$ cat config.mk
export PLATFORM = sky130hd
export DESIGN_NAME = power_state_wake_controller
export DESIGN_NICKNAME = d
export VERILOG_FILES = /design/src/include/power_wake_pkg.sv /design/src/verilog/power_state_wake_controller.sv /design/src/verilog/wake_pulse_timer.sv
export SDC_FILE = /design/constraint.sdc
export NUM_CORES = 1
export LEC_CHECK = 0
export ABC_AREA = 1
export BUFFER_PORTS_ARGS = -buffer_cell sky130_fd_sc_hd__clkbuf_2
export CORE_ASPECT_RATIO = 1.75
export CORE_UTILIZATION = 45
export CTS_BUF_LIST = sky130_fd_sc_hd__clkbuf_8
export DETAILED_ROUTE_END_ITERATION = 16
export PLACE_DENSITY = 0.73
export RECOVER_POWER = 100
export SYNTH_ARGS = -nofsm -noshare
export SYNTH_HDL_FRONTEND = slang
export SYNTH_SLANG_ARGS = --single-unit
$ cat constraint.sdc
create_clock -name core_clk -period 1.44 [get_ports core_clk]
set_input_delay 0.144 -clock core_clk [delete_from_list [all_inputs] [get_ports core_clk]]
set_output_delay 0.144 -clock core_clk [all_outputs]
set_load 0.005 [all_outputs]
$ cat src/include/power_wake_pkg.sv
// Constants, types and register map of the power-state and wake controller.
package power_wake_pkg;
   localparam int          ADDR_W          = 8;
   localparam logic [7:0]  PWR_CTRL_OFS    = 8'h00;
   localparam logic [7:0]  TEST_OFS        = 8'h04;
   localparam logic [7:0]  INTERRUPT_STATUS_REG_OFS     = 8'h08;
   localparam logic [7:0]  INT_EN_OFS      = 8'h0C;
   localparam logic [7:0]  PHY_CTRL_OFS    = 8'h10;
   localparam int          MODE_LSB        = 0;
   localparam int          READY_BIT       = 2;
   localparam int          SRC_LSB         = 4;
   localparam int          RXW_EN_BIT      = 8;
   localparam int          EDW_EN_BIT      = 9;
   localparam int          WOUT_EN_BIT     = 10;
   localparam int          PULSE_SEL_BIT   = 11;
   localparam int          INT_WAKE_BIT    = 0;
   localparam int          INT_ENERGY_BIT  = 1;
   localparam int          PHY_GPD_BIT     = 0;
   localparam int          PHY_EDPD_BIT    = 1;
   localparam int          PHY_ENERGY_BIT  = 2;
   localparam logic [1:0]  MODE_NORMAL     = 2'h0;
   localparam logic [1:0]  MODE_RX_SLEEP   = 2'h1;
   localparam logic [1:0]  MODE_ED_SLEEP   = 2'h2;
   localparam logic [1:0]  SRC_NONE        = 2'h0;
   localparam logic [1:0]  SRC_ENERGY      = 2'h1;
   localparam logic [1:0]  SRC_FRAME       = 2'h2;
   localparam logic [31:0] REG_RST         = 32'h0000_0000;
   localparam int          CLK_HZ          = 200_000_000;
   localparam int          CYCLES_PER_MS   = CLK_HZ / 1000;
   localparam int          PULSE_TIME_MS   = 50;
   localparam int          PULSE_CYCLES_DEF = PULSE_TIME_MS * CYCLES_PER_MS;
   localparam int          RESUME_LIMIT_MS = 2;
   localparam int          RESUME_MAX_CYCLES = RESUME_LIMIT_MS * CYCLES_PER_MS;
   localparam int          RESUME_CYCLES_DEF = 16;

   typedef enum logic [1:0] {ST_NORMAL, ST_RX_SLEEP, ST_ED_SLEEP, ST_RESUME} pwr_state_t;

   typedef struct packed {
      logic [ADDR_W-1:0] addr;
      logic [31:0]       wdata;
      logic              wr;
      logic              rd;
   } reg_req_t;
endpackage

$ cat src/verilog/power_state_wake_controller.sv
// Power-state sequencer, wake detection, wake output and transceiver power control.
//
// Our own choices: the address-and-strobe port and the placing of the registers.
`timescale 1ns/10ps
module power_state_wake_controller
   import power_wake_pkg::*;
#(
   parameter int unsigned PULSE_CYCLES  = PULSE_CYCLES_DEF,
   parameter int unsigned RESUME_CYCLES = RESUME_CYCLES_DEF
)
(
   input  wire logic  core_clk,
   input  wire logic  srst,
   input  wire reg_req_t regReq,
   output logic [31:0] rdata,
   input  wire logic  wakeFrameDetect,
   input  wire logic  lineEnergyPin,
   output logic       wakeOut,
   output logic       hostIrq,
   output logic       macClkEn,
   output logic       hostIfClkEn,
   output logic       internalClkEn,
   output logic       rxWakeDetectEn,
   output logic       normalOperation,
   output logic       phyPowerDown,
   output logic       phyEnergyMode,
   output logic       phyActive,
   output logic       phyTxInhibit,
   output logic       phyResetPulse
);
   if (RESUME_CYCLES < 1 || RESUME_CYCLES > 63 || RESUME_CYCLES > RESUME_MAX_CYCLES)
   begin : g_chk
      $error("RESUME_CYCLES must lie in 1..63 and within the resume limit");
   end

   pwr_state_t  state_reg,        state_next;
   logic        readSeen_reg,     readSeen_next;
   logic [5:0]  resumeCnt_reg,    resumeCnt_next;
   logic [1:0]  srcField_reg,     srcField_next;
   logic        rxWakeEn_reg,     rxWakeEn_next;
   logic        edWakeEn_reg,     edWakeEn_next;
   logic        wakeOutEn_reg,    wakeOutEn_next;
   logic        pulseSel_reg,     pulseSel_next;
   logic        intWake_reg,      intWake_next;
   logic        intEnergy_reg,    intEnergy_next;
   logic        intEnWake_reg,    intEnWake_next;
   logic        intEnEnergy_reg,  intEnEnergy_next;
   logic        gpd_reg,          gpd_next;
   logic        edpd_reg,         edpd_next;
   logic        edPending_reg,    edPending_next;
   logic        srcActDly_reg,    srcActDly_next;
   logic        energyPrev_reg,   energyPrev_next;
   logic        phyReset_reg,     phyReset_next;
   logic        wakeOut_reg,      wakeOut_next;
   logic        hostIrq_reg,      hostIrq_next;
   logic [31:0] rdata_reg,        rdata_next;
   logic [2:0]  energySync_reg;
   logic        energyLevel_reg;

   logic        ready;
   logic        asleep;
   logic        wrOk;
   logic        srcActive;
   logic        srcRise;
   logic        pulseActive;
   logic [1:0]  modeField;
   logic [31:0] ctrlView;

   // Three-stage synchroniser; the level moves only when stages two and three agree.
   always_ff @(posedge core_clk)
   begin
      if (srst)
      begin
         energySync_reg  <= 3'h0;
         energyLevel_reg <= 1'b0;
      end
      else
      begin
         energySync_reg <= {energySync_reg[1:0], lineEnergyPin};
         if (energySync_reg[1] == energySync_reg[2])
         begin
            energyLevel_reg <= energySync_reg[2];
         end
      end
   end

   assign ready  = (state_reg == ST_NORMAL);
   assign asleep = (state_reg == ST_RX_SLEEP) || (state_reg == ST_ED_SLEEP);
   assign wrOk   = regReq.wr && readSeen_reg && ready;

   always_comb
   begin
      unique case (state_reg)
         ST_RX_SLEEP: modeField = MODE_RX_SLEEP;
         ST_ED_SLEEP: modeField = MODE_ED_SLEEP;
         ST_NORMAL,
         ST_RESUME:   modeField = MODE_NORMAL;
      endcase
   end

   // The wake status and wake output follow the stored source and the matching enable.
   assign srcActive = ((srcField_reg == SRC_FRAME) && rxWakeEn_reg)
                   || ((srcField_reg == SRC_ENERGY) && edWakeEn_reg);
   assign srcRise   = srcActive && !srcActDly_reg;

   always_comb
   begin
      ctrlView = REG_RST;
      ctrlView[MODE_LSB +: 2]  = modeField;
      ctrlView[READY_BIT]      = ready;
      ctrlView[SRC_LSB +: 2]   = srcField_reg;
      ctrlView[RXW_EN_BIT]     = rxWakeEn_reg;
      ctrlView[EDW_EN_BIT]     = edWakeEn_reg;
      ctrlView[WOUT_EN_BIT]    = wakeOutEn_reg;
      ctrlView[PULSE_SEL_BIT]  = pulseSel_reg;
   end

   always_comb
   begin
      state_next       = state_reg;
      readSeen_next    = readSeen_reg;
      resumeCnt_next   = resumeCnt_reg;
      srcField_next    = srcField_reg;
      rxWakeEn_next    = rxWakeEn_reg;
      edWakeEn_next    = edWakeEn_reg;
      wakeOutEn_next   = wakeOutEn_reg;
      pulseSel_next    = pulseSel_reg;
      intEnWake_next   = intEnWake_reg;
      intEnEnergy_next = intEnEnergy_reg;
      gpd_next         = gpd_reg;
      edpd_next        = edpd_reg;
      edPending_next   = edPending_reg;
      intWake_next     = intWake_reg;
      intEnergy_next   = intEnergy_reg;
      rdata_next       = REG_RST;

      if (regReq.rd)
      begin
         readSeen_next = 1'b1;
         if (ready || regReq.addr == PWR_CTRL_OFS)
         begin
            unique case (regReq.addr)
               PWR_CTRL_OFS: rdata_next = ctrlView;
               INTERRUPT_STATUS_REG_OFS:
               begin
                  rdata_next[INT_WAKE_BIT]   = intWake_reg;
                  rdata_next[INT_ENERGY_BIT] = intEnergy_reg;
               end
               INT_EN_OFS:
               begin
                  rdata_next[INT_WAKE_BIT]   = intEnWake_reg;
                  rdata_next[INT_ENERGY_BIT] = intEnEnergy_reg;
               end
               PHY_CTRL_OFS:
               begin
                  rdata_next[PHY_GPD_BIT]    = gpd_reg;
                  rdata_next[PHY_EDPD_BIT]   = edpd_reg;
                  rdata_next[PHY_ENERGY_BIT] = energyLevel_reg;
               end
               default: rdata_next = REG_RST;
            endcase
         end
      end

      if (wrOk)
      begin
         unique case (regReq.addr)
            PWR_CTRL_OFS:
            begin
               srcField_next  = regReq.wdata[SRC_LSB +: 2];
               rxWakeEn_next  = regReq.wdata[RXW_EN_BIT];
               edWakeEn_next  = regReq.wdata[EDW_EN_BIT];
               wakeOutEn_next = regReq.wdata[WOUT_EN_BIT];
               pulseSel_next  = regReq.wdata[PULSE_SEL_BIT];
               if (regReq.wdata[MODE_LSB +: 2] == MODE_RX_SLEEP)
               begin
                  state_next = ST_RX_SLEEP;
               end
               else if (regReq.wdata[MODE_LSB +: 2] == MODE_ED_SLEEP)
               begin
                  state_next = ST_ED_SLEEP;
               end
            end
            INT_EN_OFS:
            begin
               intEnWake_next   = regReq.wdata[INT_WAKE_BIT];
               intEnEnergy_next = regReq.wdata[INT_ENERGY_BIT];
            end
            PHY_CTRL_OFS:
            begin
               gpd_next  = regReq.wdata[PHY_GPD_BIT];
               edpd_next = regReq.wdata[PHY_EDPD_BIT];
            end
            default:
            begin
            end
         endcase
      end

      if (!edpd_reg)
      begin
         edPending_next = 1'b0;
      end

      unique case (state_reg)
         ST_RX_SLEEP:
         begin
            if (wakeFrameDetect)
            begin
               srcField_next = SRC_FRAME;
            end
         end
         ST_ED_SLEEP:
         begin
            // A carrier already present is a level, so it is seen on the first cycle.
            if (energyLevel_reg)
            begin
               srcField_next = SRC_ENERGY;
            end
         end
         ST_RESUME:
         begin
            resumeCnt_next = resumeCnt_reg + 6'h01;
            if (resumeCnt_reg == 6'(RESUME_CYCLES - 1))
            begin
               state_next = ST_NORMAL;
            end
         end
         ST_NORMAL:
         begin
         end
      endcase

      if (asleep && regReq.wr && regReq.addr == TEST_OFS)
      begin
         state_next     = ST_RESUME;
         readSeen_next  = 1'b0;
         resumeCnt_next = 6'h00;
         edPending_next = (state_reg == ST_ED_SLEEP);
      end

      // Write-one clears, but an active wake source keeps the wake status set; the energy status is set only when the energy level rises.
      if (wrOk && regReq.addr == INTERRUPT_STATUS_REG_OFS && regReq.wdata[INT_WAKE_BIT])
      begin
         intWake_next = 1'b0;
      end
      if (wrOk && regReq.addr == INTERRUPT_STATUS_REG_OFS && regReq.wdata[INT_ENERGY_BIT])
      begin
         intEnergy_next = 1'b0;
      end
      if (srcActive)
      begin
         intWake_next = 1'b1;
      end
      if (energyLevel_reg && !energyPrev_reg && edpd_reg)
      begin
         intEnergy_next = 1'b1;
      end
   end

   assign srcActDly_next  = srcActive;
   assign energyPrev_next = energyLevel_reg;
   assign phyReset_next   = gpd_reg && !gpd_next;
   assign hostIrq_next    = (intWake_next && intEnWake_reg)
                         || (intEnergy_next && intEnEnergy_reg);
   // Static mode holds while the source stands; pulse mode also needs the timer.
   assign wakeOut_next    = wakeOutEn_reg && srcActive
                         && (!pulseSel_reg || pulseActive);

   wake_pulse_timer #(
      .COUNT (PULSE_CYCLES)
   ) u_pulse (
      .core_clk (core_clk),
      .srst     (srst),
      .start    (srcRise),
      .clear    (!srcActive),
      .active   (pulseActive)
   );

   always_ff @(posedge core_clk)
   begin
      if (srst)
      begin
         state_reg       <= ST_RESUME;
         readSeen_reg    <= 1'b0;
         resumeCnt_reg   <= 6'h00;
         srcField_reg    <= SRC_NONE;
         rxWakeEn_reg    <= 1'b0;
         edWakeEn_reg    <= 1'b0;
         wakeOutEn_reg   <= 1'b0;
         pulseSel_reg    <= 1'b0;
         intWake_reg     <= 1'b0;
         intEnergy_reg   <= 1'b0;
         intEnWake_reg   <= 1'b0;
         intEnEnergy_reg <= 1'b0;
         gpd_reg         <= 1'b0;
         edpd_reg        <= 1'b0;
         edPending_reg   <= 1'b0;
         srcActDly_reg   <= 1'b0;
         energyPrev_reg  <= 1'b0;
         phyReset_reg    <= 1'b0;
         wakeOut_reg     <= 1'b0;
         hostIrq_reg     <= 1'b0;
         rdata_reg       <= REG_RST;
      end
      else
      begin
         state_reg       <= state_next;
         readSeen_reg    <= readSeen_next;
         resumeCnt_reg   <= resumeCnt_next;
         srcField_reg    <= srcField_next;
         rxWakeEn_reg    <= rxWakeEn_next;
         edWakeEn_reg    <= edWakeEn_next;
         wakeOutEn_reg   <= wakeOutEn_next;
         pulseSel_reg    <= pulseSel_next;
         intWake_reg     <= intWake_next;
         intEnergy_reg   <= intEnergy_next;
         intEnWake_reg   <= intEnWake_next;
         intEnEnergy_reg <= intEnEnergy_next;
         gpd_reg         <= gpd_next;
         edpd_reg        <= edpd_next;
         edPending_reg   <= edPending_next;
         srcActDly_reg   <= srcActDly_next;
         energyPrev_reg  <= energyPrev_next;
         phyReset_reg    <= phyReset_next;
         wakeOut_reg     <= wakeOut_next;
         hostIrq_reg     <= hostIrq_next;
         rdata_reg       <= rdata_next;
      end
   end

   assign rdata           = rdata_reg;
   assign wakeOut         = wakeOut_reg;
   assign hostIrq         = hostIrq_reg;
   // The host interface clock stops in both sleep states; the wake write to TEST_OFS is still seen on core_clk.
   assign macClkEn        = ready;
   assign hostIfClkEn     = !asleep;
   assign internalClkEn   = (state_reg != ST_ED_SLEEP);
   assign rxWakeDetectEn  = (state_reg == ST_RX_SLEEP);
   assign normalOperation = ready && !edPending_reg;
   assign phyPowerDown    = gpd_reg;
   assign phyEnergyMode   = edpd_reg;
   assign phyActive       = !gpd_reg && (!edpd_reg || energyLevel_reg);
   assign phyTxInhibit    = !phyActive;
   assign phyResetPulse   = phyReset_reg;

   a_sleep_not_ready: assert property (@(posedge core_clk) disable iff (srst)
      asleep |-> (ctrlView[READY_BIT] == 1'b0 && !macClkEn))
      else $error("ready seen while asleep");

   a_sleep_read_zero: assert property (@(posedge core_clk) disable iff (srst)
      (regReq.rd && !ready && regReq.addr != PWR_CTRL_OFS) |=> (rdata == 32'h0000_0000))
      else $error("register other than power control answered while not ready");

   a_write_unread: assert property (@(posedge core_clk) disable iff (srst)
      (regReq.wr && !readSeen_reg && regReq.addr == PWR_CTRL_OFS)
      |=> $stable(ctrlView[PULSE_SEL_BIT:SRC_LSB]))
      else $error("write took effect before any read");

   a_wake_exit: assert property (@(posedge core_clk) disable iff (srst)
      (asleep && regReq.wr && regReq.addr == TEST_OFS)
      |=> (state_reg == ST_RESUME && modeField == MODE_NORMAL && !readSeen_reg))
      else $error("test register write did not wake the device");

   a_ready_time: assert property (@(posedge core_clk) disable iff (srst)
      (state_reg == ST_RESUME && $past(asleep)) |-> ##[1:64] ready)
      else $error("ready not set in time after wake");

   a_frame_source: assert property (@(posedge core_clk) disable iff (srst)
      (state_reg == ST_RX_SLEEP && wakeFrameDetect) |=> (srcField_reg == SRC_FRAME))
      else $error("frame detect did not set the wake source");

   a_energy_source: assert property (@(posedge core_clk) disable iff (srst)
      (state_reg == ST_ED_SLEEP && energyLevel_reg) |=> (srcField_reg == SRC_ENERGY))
      else $error("carrier did not set the wake source");

   a_int_held: assert property (@(posedge core_clk) disable iff (srst)
      srcActive |=> intWake_reg)
      else $error("wake status clear while its source stands");

   a_wake_drop: assert property (@(posedge core_clk) disable iff (srst)
      (!wakeOutEn_reg || !srcActive) |=> !wakeOut)
      else $error("wake output active without source and enable");

   a_static_wake: assert property (@(posedge core_clk) disable iff (srst)
      (wakeOutEn_reg && srcActive && !pulseSel_reg) [*2] |-> wakeOut)
      else $error("static wake output not driven");
endmodule

$ cat src/verilog/wake_pulse_timer.sv
// Down-counter that holds the wake output pulse for a fixed number of cycles.
`timescale 1ns/10ps
module wake_pulse_timer
   import power_wake_pkg::*;
#(
   parameter int unsigned COUNT = PULSE_CYCLES_DEF
)
(
   input  wire logic core_clk,
   input  wire logic srst,
   input  wire logic start,
   input  wire logic clear,
   output logic      active
);
   localparam int W = $clog2(COUNT + 1);

   logic [W-1:0] count_reg;
   logic [W-1:0] count_next;

   if (COUNT < 1)
   begin : g_chk
      $error("wake_pulse_timer: COUNT must be at least one");
   end

   always_comb
   begin
      count_next = count_reg;
      if (clear)
      begin
         count_next = '0;
      end
      else if (start)
      begin
         count_next = W'(COUNT);
      end
      else if (count_reg != '0)
      begin
         count_next = count_reg - W'(1);
      end
   end

   always_ff @(posedge core_clk)
   begin
      if (srst)
      begin
         count_reg <= '0;
      end
      else
      begin
         count_reg <= count_next;
      end
   end

   assign active = (count_reg != '0);

   a_pulse_load: assert property (@(posedge core_clk) disable iff (srst)
      (start && !clear) |=> (count_reg == W'(COUNT)))
      else $error("pulse timer did not load its full count");
endmodule
==> results list, run 1 <==
- Derived from the worst setup path, the maximum achievable clock frequency is 723 MHz.
* Antenna diode instance count: 0
- Largest register FFs: 24
- Top cells by area, synth: sky130_fd_sc_hd__dfxtp_1 (39%), sky130_fd_sc_hd__nor2_1 (11%), sky130_fd_sc_hd__nand2_1 (9.1%)
* Arrival time at the worst endpoint: 1.65 ns
- Setup Skew: 0.00719 ns
- The final critical path takes up 96.1% of the cycle.
* Most used standard cell by instance count after synthesis: sky130_fd_sc_hd__nor2_1
- Post-route antenna net violation count: 0
- The initial utilization of the core area, before any placement, comes to 46.3%.
* WP buf/inv: 2
* Cell count after placement: 603
- Internal power component: 2.71 mW
- Startpoint-to-endpoint class of the critical path: flip-flop to flip-flop
- Finish-stage setup viols: 0
- The later pin in the worst-skew pair is clocked with a latency of 0.35 ns.
- Of all flip-flops after synthesis, the portion carrying an async set or reset was 0%.
- Core ar.: 7130 µm²
* Via density: 4.84
- Most used flip-flop cell after synthesis: sky130_fd_sc_hd__dfxtp_1
* DIE HEIGHT: 115 µm
- Post-Layout Inst Area: 4020 µm²
- After the first detailed-routing iteration, the DRC count stood at 123.
- For this run, the share of the core covered by cells in the final layout is 56.4%.
* Data required time of the worst path: 1.71 ns
- In this run the horizontal extent of the chip is 66.8 µm.
* Overall routing resource usage: 22.4%
* Cell family with most CP delay: flip-flops
- Power spread over the standard cell area amounts to 864 nW/µm².
* Wirelength, routed: 7830 µm
* Logic pwr share: 3.5%
- The tightest hold path in the finished design has a slack of 0.0423 ns.
* Placement Rows: 41
* Flop and latch count out of synthesis: 64
* Leak pwr: 1.90 nW
- Final critical-path setup slack: 0.0564 ns
- The net count of the finished layout is 585.
- Instance area after placement: 3720 µm²
- The synthesized design contains 0 enable-type register cells.
* Routed wirelength normalized by instance count: 12.6 µm
- Drc violations: 0
- Fill cells in the final layout number 675.
- Walking the worst path, the cells encountered are inv_2 > ha_4 > nand2_2 > nor2_1 > nand3_2 > buf_4 > a211oi_1.
- Capturing element type of the critical path: flip-flop
- Clock sink total: 64
* Worst slack at placement: -0.0578 ns
- For this run the aggregate overflow at the end of global routing stands at 0.
- Switching share of total power: 22.1%
- Clock tree from TritonCTS: yes
* Number of port buffers: 42
- Root Buffer: sky130_fd_sc_hd__clkbuf_8
* Maximum number of pins on one net before global-route repair: 13
- Sequential cell area fraction in the yosys report: 38.8%
- The run finished with clean final reports.
- Clock-pin transition on the worst setup and hold timing paths: 0.07 ns
- The via count of the first global-routing pass was 2,954.
- The first global-routing pass estimated 12,600 µm of wire.
- Worst-path fanout max: 2
- Final Max Tran Viols: 0
- Total power for the finished layout comes to 3.47 mW.
- After routing, the total negative slack on setup checks comes to 0 ns.
- On the worst path, the slowest cell contributes a delay of 0.34 ns.
* Inserted Clock Buffers: 9
* Worst min-delay path category: primary input to flip-flop
- Critical Path Start Type: flip-flop
* Detailed-routing iteration count for the pre-antenna-repair pass: 4
* Net Sw Power: 0.768 mW
- 90 I/O pins were placed.
* Total number of yosys warnings: 0
- Once detailed placement completed, the half-perimeter wirelength came to 6210 µm.
- The clock network accounts for 44.9% of the total power.
- After layout, the minimum clock period comes to 1.38 ns.
* Final count of hold timing violations: 0
* Power share of the sequential group: 51.6%
- Average cell area after synthesis: 7.24 µm²
- Compared with the post-synthesis result, the final layout area differs by 21.7%.
- The tool flagged a number of max-cap violations equal to 0.
- The die covers 7700 µm².
- Mapped Cells: 456
- Post-synth design cell area: 3300 µm²
- For this block, the via count after detailed routing is 3,003.
* Number of antenna violations at the first check in global routing: 0
- RD Place Congestion: 1.00
- After the flow finishes, the layout carries non-filler instances totaling 621.
- Area share of the leading cell type in the synthesized netlist: 38.8%
* Number of H-tree levels: 3
- Max Root-Sink Buffers: 2
- Library cell with the largest summed area after synthesis: sky130_fd_sc_hd__dfxtp_1
* Max VDD drop: 606 µV
- Library cells used by synthesis: 35
* Cell type of the slowest stage on the worst timing path: sky130_fd_sc_hd__dfxtp_2
- Setup repair after global routing could not meet its margin everywhere.
- The commonest cells after synthesis are sky130_fd_sc_hd__nor2_1 (96), sky130_fd_sc_hd__nand2_1 (80), sky130_fd_sc_hd__dfxtp_1 (64), sky130_fd_sc_hd__inv_1 (48), sky130_fd_sc_hd__nand3_1 (38).
- In the final layout, the share of cells above drive strength 1 is 25.4%.
[cell families (layout without fill, tap and decap cells)]
logic type | count (synthesis) | count (layout) | synth area share (%)
DFF | 64 | 64 | 38.8
and+or+nand+nor | 247 | 247 | 33.6
other | 1 | 23 | 0.114
AOI/OAI and AO/OA | 39 | 39 | 7.69
adders and majority gates | 9 | 9 | 3.41
buffers and inverters | 81 | 138 | 12.4
xor gates and xnor gates | 15 | 15 | 3.98
[tightest hold or removal path: stages]
cell and delay (ns):
sky130_fd_sc_hd__clkbuf_2 0.09, sky130_fd_sc_hd__nor2_1 0.04, sky130_fd_sc_hd__nor2_1 0.08
[layer usage]
| layer | GRT usage, % | part of all wire [%] | wire [µm] | vias up |
|---|---|---|---|---|
| met2 | 41.2 | 57 | 4470 | 71 |
| met3 | 5.65 | 3.2 | 249 | 27 |
| met5 | 0 | 0 | 0 | - |
| met4 | 16.7 | 4.6 | 358 | 0 |
| li1 | - | - | - | 1543 |
| met1 | 20.0 | 35 | 2750 | 1362 |
[path summary, 6_finish.rpt]
| kind | start | end | slack (ns) | depth (start not counted) |
|---|---|---|---|---|
| worst max register to register | state_reg[0] | edPending_reg | 0.06 | 7 |
| worst max-delay path | state_reg[0] | edPending_reg | 0.06 | 7 |
| worst min register to register | energySync_reg[0] | energySync_reg[1] | 0.41 | 2 |
| worst min-delay path | regReq[0] | readSeen_reg | 0.04 | 3 |
[area by class of cell]
type	instances	area, µm²	share of cell area [%]
Clock buffer	11	151	3.77
Clock inverter	5	47.5	1.18
Inverter	51	191	4.76
Multi-Input combinational cell	333	1810	45.0
Sequential cell	64	1280	31.9
Tap cell	86	108	2.68
Timing Repair Buffer	71	427	10.6
[cell usage in the layout (no fill, tap or decap), drive strengths merged, types with 2 or more instances in the layout]
| master | n |
|---|---|
| conb | 23 |
| nand3 | 41 |
| nor2 | 107 |
| xor2 | 5 |
| clkinv | 2 |
| o21ai | 8 |
| nor3 | 4 |
| buf | 25 |
| clkbuf | 56 |
| inv | 53 |
| nand4 | 7 |
| xnor2 | 10 |
| ha | 9 |
| nand2 | 85 |
| o22ai | 2 |
| dfxtp | 64 |
| a21o | 3 |
| a211oi | 8 |
| o211ai | 2 |
| a21oi | 16 |
[power by group through the flow]
stage	registers [mW]	logic, mW	clock network, mW
floorplan	1.83	0.110	0
finish	1.79	0.122	1.56
global placement	1.83	0.116	0
detailed placement	1.83	0.119	0
global route	1.79	0.140	1.67
CTS	1.79	0.123	1.60
[timing repair]
item,4_1_cts,5_1_grt
buffers inserted,0,1
gates resized for setup,11,34
setup endpoints to repair,11,33
hold endpoints to repair,1,0
hold buffers,1,0
pin swaps,3,7
Note: power is estimated with default switching activity, not from simulation.
==> run 2, diff against run 1 <==
CELL_PAD_IN_SITES_DETAIL_PLACEMENT = 0   (was unset)
CELL_PAD_IN_SITES_GLOBAL_PLACEMENT = 1   (was unset)
CORE_UTILIZATION = 35   (was 45)
PLACE_DENSITY = unset   (was 0.73)
PLACE_DENSITY_LB_ADDON = 0.1   (was unset)
==> results list, run 2 (synthesis gave the netlist of run 1 again) <==
* Core ar.: 9090 µm² (was 7130 µm²)
- The beginning of the worst hold path was regReq[0] (unchanged).
- Via count of the first global-routing pass: 2,908 (was 2,954)
- Arrival time at the worst endpoint: 1.22 ns (was 1.65 ns)
* Reg2reg start: state_reg[1] (was state_reg[0])
- The number of hold-slack violations in the final timing report came to 0 (unchanged).
* Result of the run: finished clean (unchanged)
* Max VDD drop: 430 µV (was 606 µV)
- Largest register FFs: 24 (unchanged)
* Worst min-delay path category: primary input to flip-flop (unchanged)
- Via total after detailed routing: 3,004 (was 3,003)
* Placement Rows: 46 (was 41)
- The final-layout worst hold slack was 0.0599 ns (was 0.0423 ns).
* Final TNS setup: 0 ns (unchanged)
* Maximum number of pins on one net before global-route repair: 12 (was 13)
- The critical path's top delay family is flip-flops (unchanged).
- Final Max Tran Viols: 0 (unchanged)
* Max Cap Viol: 0 (unchanged)
- Routed wirelength normalized by instance count: 13.3 µm (was 12.6 µm)
* Fill cell instance count of the final layout: 1,045 (was 675)
- The depth of the worst hold-timing path was 3 (unchanged).
* Critical Path Start Type: flip-flop (unchanged)
- The number of buffers created by CTS is 9 (unchanged).
* Worst-path fanout max: 5 (was 2)
- Number of antenna violations at the first check in global routing: 0 (unchanged)
- The number of antenna diodes came to 0 (unchanged).
* Clock tree from TritonCTS: yes (unchanged)
* GRT overflow: 0 (unchanged)
- Number of H-tree levels: 3 (unchanged)
* WP buf/inv: 4 (was 2)
* DIE HEIGHT: 131 µm (was 115 µm)
* Number of port buffers: 42 (unchanged)
* I/O pin total: 90 (unchanged)
* Data required time of the worst path: 1.30 ns (was 1.71 ns)
- The total setup violations reported at the end of the flow is 0 (unchanged).
- The clock sink total is 64 (unchanged).
- Post-route antenna net violation count: 0 (unchanged)
- The count of routing violations after the opening detailed-route iteration was 139 (was 123).
- The overall global routing resource usage was 19.2% (was 22.4%).
- The placed wire-length estimate came to 7160 µm (was 6210 µm).
- The mean number of vias per cell came to 4.54 (was 4.84).
- Worst-Skew Late Latency: 0.34 ns (was 0.35 ns)
- Measured against its own limit, the worst slew margin works out to 56.1%.
* Signed area change from the synthesized netlist to the final layout: 23.0% (was 21.7%)
* Root Buffer: sky130_fd_sc_hd__clkbuf_8 (unchanged)
- Detailed-routing iteration count for the pre-antenna-repair pass: 4 (unchanged)
- Full die area: 9850 µm² (was 7700 µm²)
- Leak pwr: 1.90 nW (about the same)
* Ratio of final minimum period to clock period: 94.4% (was 96.1%)
* Chip width: 75.4 µm (was 66.8 µm)
- Count of cells along the worst register-to-register path: 8 (was 7)
- Leading cell types in the layout, fill and taps excluded: sky130_fd_sc_hd__nor2_1 (81), sky130_fd_sc_hd__nand2_1 (79), sky130_fd_sc_hd__dfxtp_1 (61), sky130_fd_sc_hd__inv_1 (43), sky130_fd_sc_hd__nand3_1 (37) (was sky130_fd_sc_hd__nor2_1 (81), sky130_fd_sc_hd__nand2_1 (74), sky130_fd_sc_hd__dfxtp_1 (62), sky130_fd_sc_hd__inv_1 (45), sky130_fd_sc_hd__nand3_1 (35)).
- The final wirelength was 8780 µm (was 7830 µm).
- Worst path cell trace: inv_2 > ha_4 > buf_6 > inv_1 > clkbuf_2 (was inv_2 > ha_4 > nand2_2 > nor2_1 > nand3_2 > buf_4 > a211oi_1)
- Max Root-Sink Buffers: 2 (unchanged)
* Nets: 593 (was 585)
- The category of the most critical setup path is flip-flop to output port (was flip-flop to flip-flop).
* Cell type of the slowest stage on the worst timing path: sky130_fd_sc_hd__dfxtp_2 (unchanged)
- The clock input transition at the sequential cells of the worst setup and hold paths came to 0.07 ns (about the same).
- Crit path from: state_reg[0] (unchanged)
- RSZ-0062 raised after global routing: yes (unchanged)
- Areal power density over the cells: 836 nW/µm² (was 864 nW/µm²)
- The share of layout cells above drive strength 1 came to 25.6% (was 25.4%).
- The total power of the final layout was 3.40 mW (was 3.47 mW).
- For the pin with the worst max-slew slack, the measured transition is 0.656 ns.
* Capturing element type of the critical path: output port (was flip-flop)
- Commonest non-fill, non-tap cell in the layout: sky130_fd_sc_hd__nor2_1 (unchanged)
* RD Place Congestion: 0.856 (was 1.00)
- Starting utilization of the core area: 36.3% (was 46.3%)
- Stages on worst setup path: 5 (was 7)
* Min cycle time layout: 1.36 ns (was 1.38 ns)
- The first-pass GRT wire length was 13,600 µm (was 12,600 µm).
- Drc violations: 0 (unchanged)
* Max incr delay on CP: 0.34 ns (about the same)
- Maximum frequency from static timing analysis: 735 MHz (was 723 MHz)
* Setup Skew: 0.00852 ns (was 0.00719 ns)
run 2: worst paths after layout:
kind / endpoint / slack, ns
min: readSeen_reg / 0.06
max: hostIfClkEn / 0.08
min reg2reg: energySync_reg[1] / 0.41
max reg2reg: resumeCnt_reg[2] / 0.08
run 2: metal layers:
layer	wire, µm	GRT usage [%]
met5	0	0
met3	201	3.60
met1	3020	17.1
met4	292	10.2
met2	5270	38.4
run 2: repair_timing:
item | CTS | global route
gates resized for setup | 4 | 37
buffers inserted | 0 | 1
endpoints found under the hold margin | 1 | 0
endpoints found under the setup margin | 4 | 30
hold buffers | 1 | 0
pin swaps | 0 | 5
run 2: cell type report:
type / instances / area (µm²) / share of cell area [%]
clock buffer: 9 / 124 / 3.05
inverter: 51 / 191 / 4.71
multi-input combinational: 333 / 1760 / 43.3
tap: 120 / 150 / 3.69
timing repair buffer: 79 / 492 / 12.1
clock inverter: 6 / 61.3 / 1.51
sequential: 64 / 1280 / 31.6
run 2: through the flow:
| stage | instance area [µm²] | util, % | setup WS, ns | instances |
|---|---|---|---|---|
| 6_report | 4060 | 44.7 | 0.0801 | 662 |
| 5_1_grt | 4060 | 44.7 | -0.0184 | 662 |
| 4_1_cts | 4030 | 44.3 | 0.00108 | 661 |
| 3_5_place_dp | 3830 | 42.1 | 0.0125 | 645 |
| 3_3_place_gp | 3830 | 42.1 | 0.0284 | 645 |
| 2_1_floorplan | 3400 | - | 0.0366 | 478 |
run 2: where the power goes:
| part | internal, mW | switching (mW) | total [mW] |
|---|---|---|---|
| Sequential | 1.78 | 0.00770 | 1.79 |
| Combinational | 0.0472 | 0.0763 | 0.124 |
| Clock | 0.783 | 0.703 | 1.49 |
| Total | 2.61 | 0.787 | 3.40 |
run 2: worst min-delay path: stages:
cell and delay [ns]:
sky130_fd_sc_hd__clkbuf_2 0.09, sky130_fd_sc_hd__nor2_1 0.03, sky130_fd_sc_hd__nor2_1 0.09
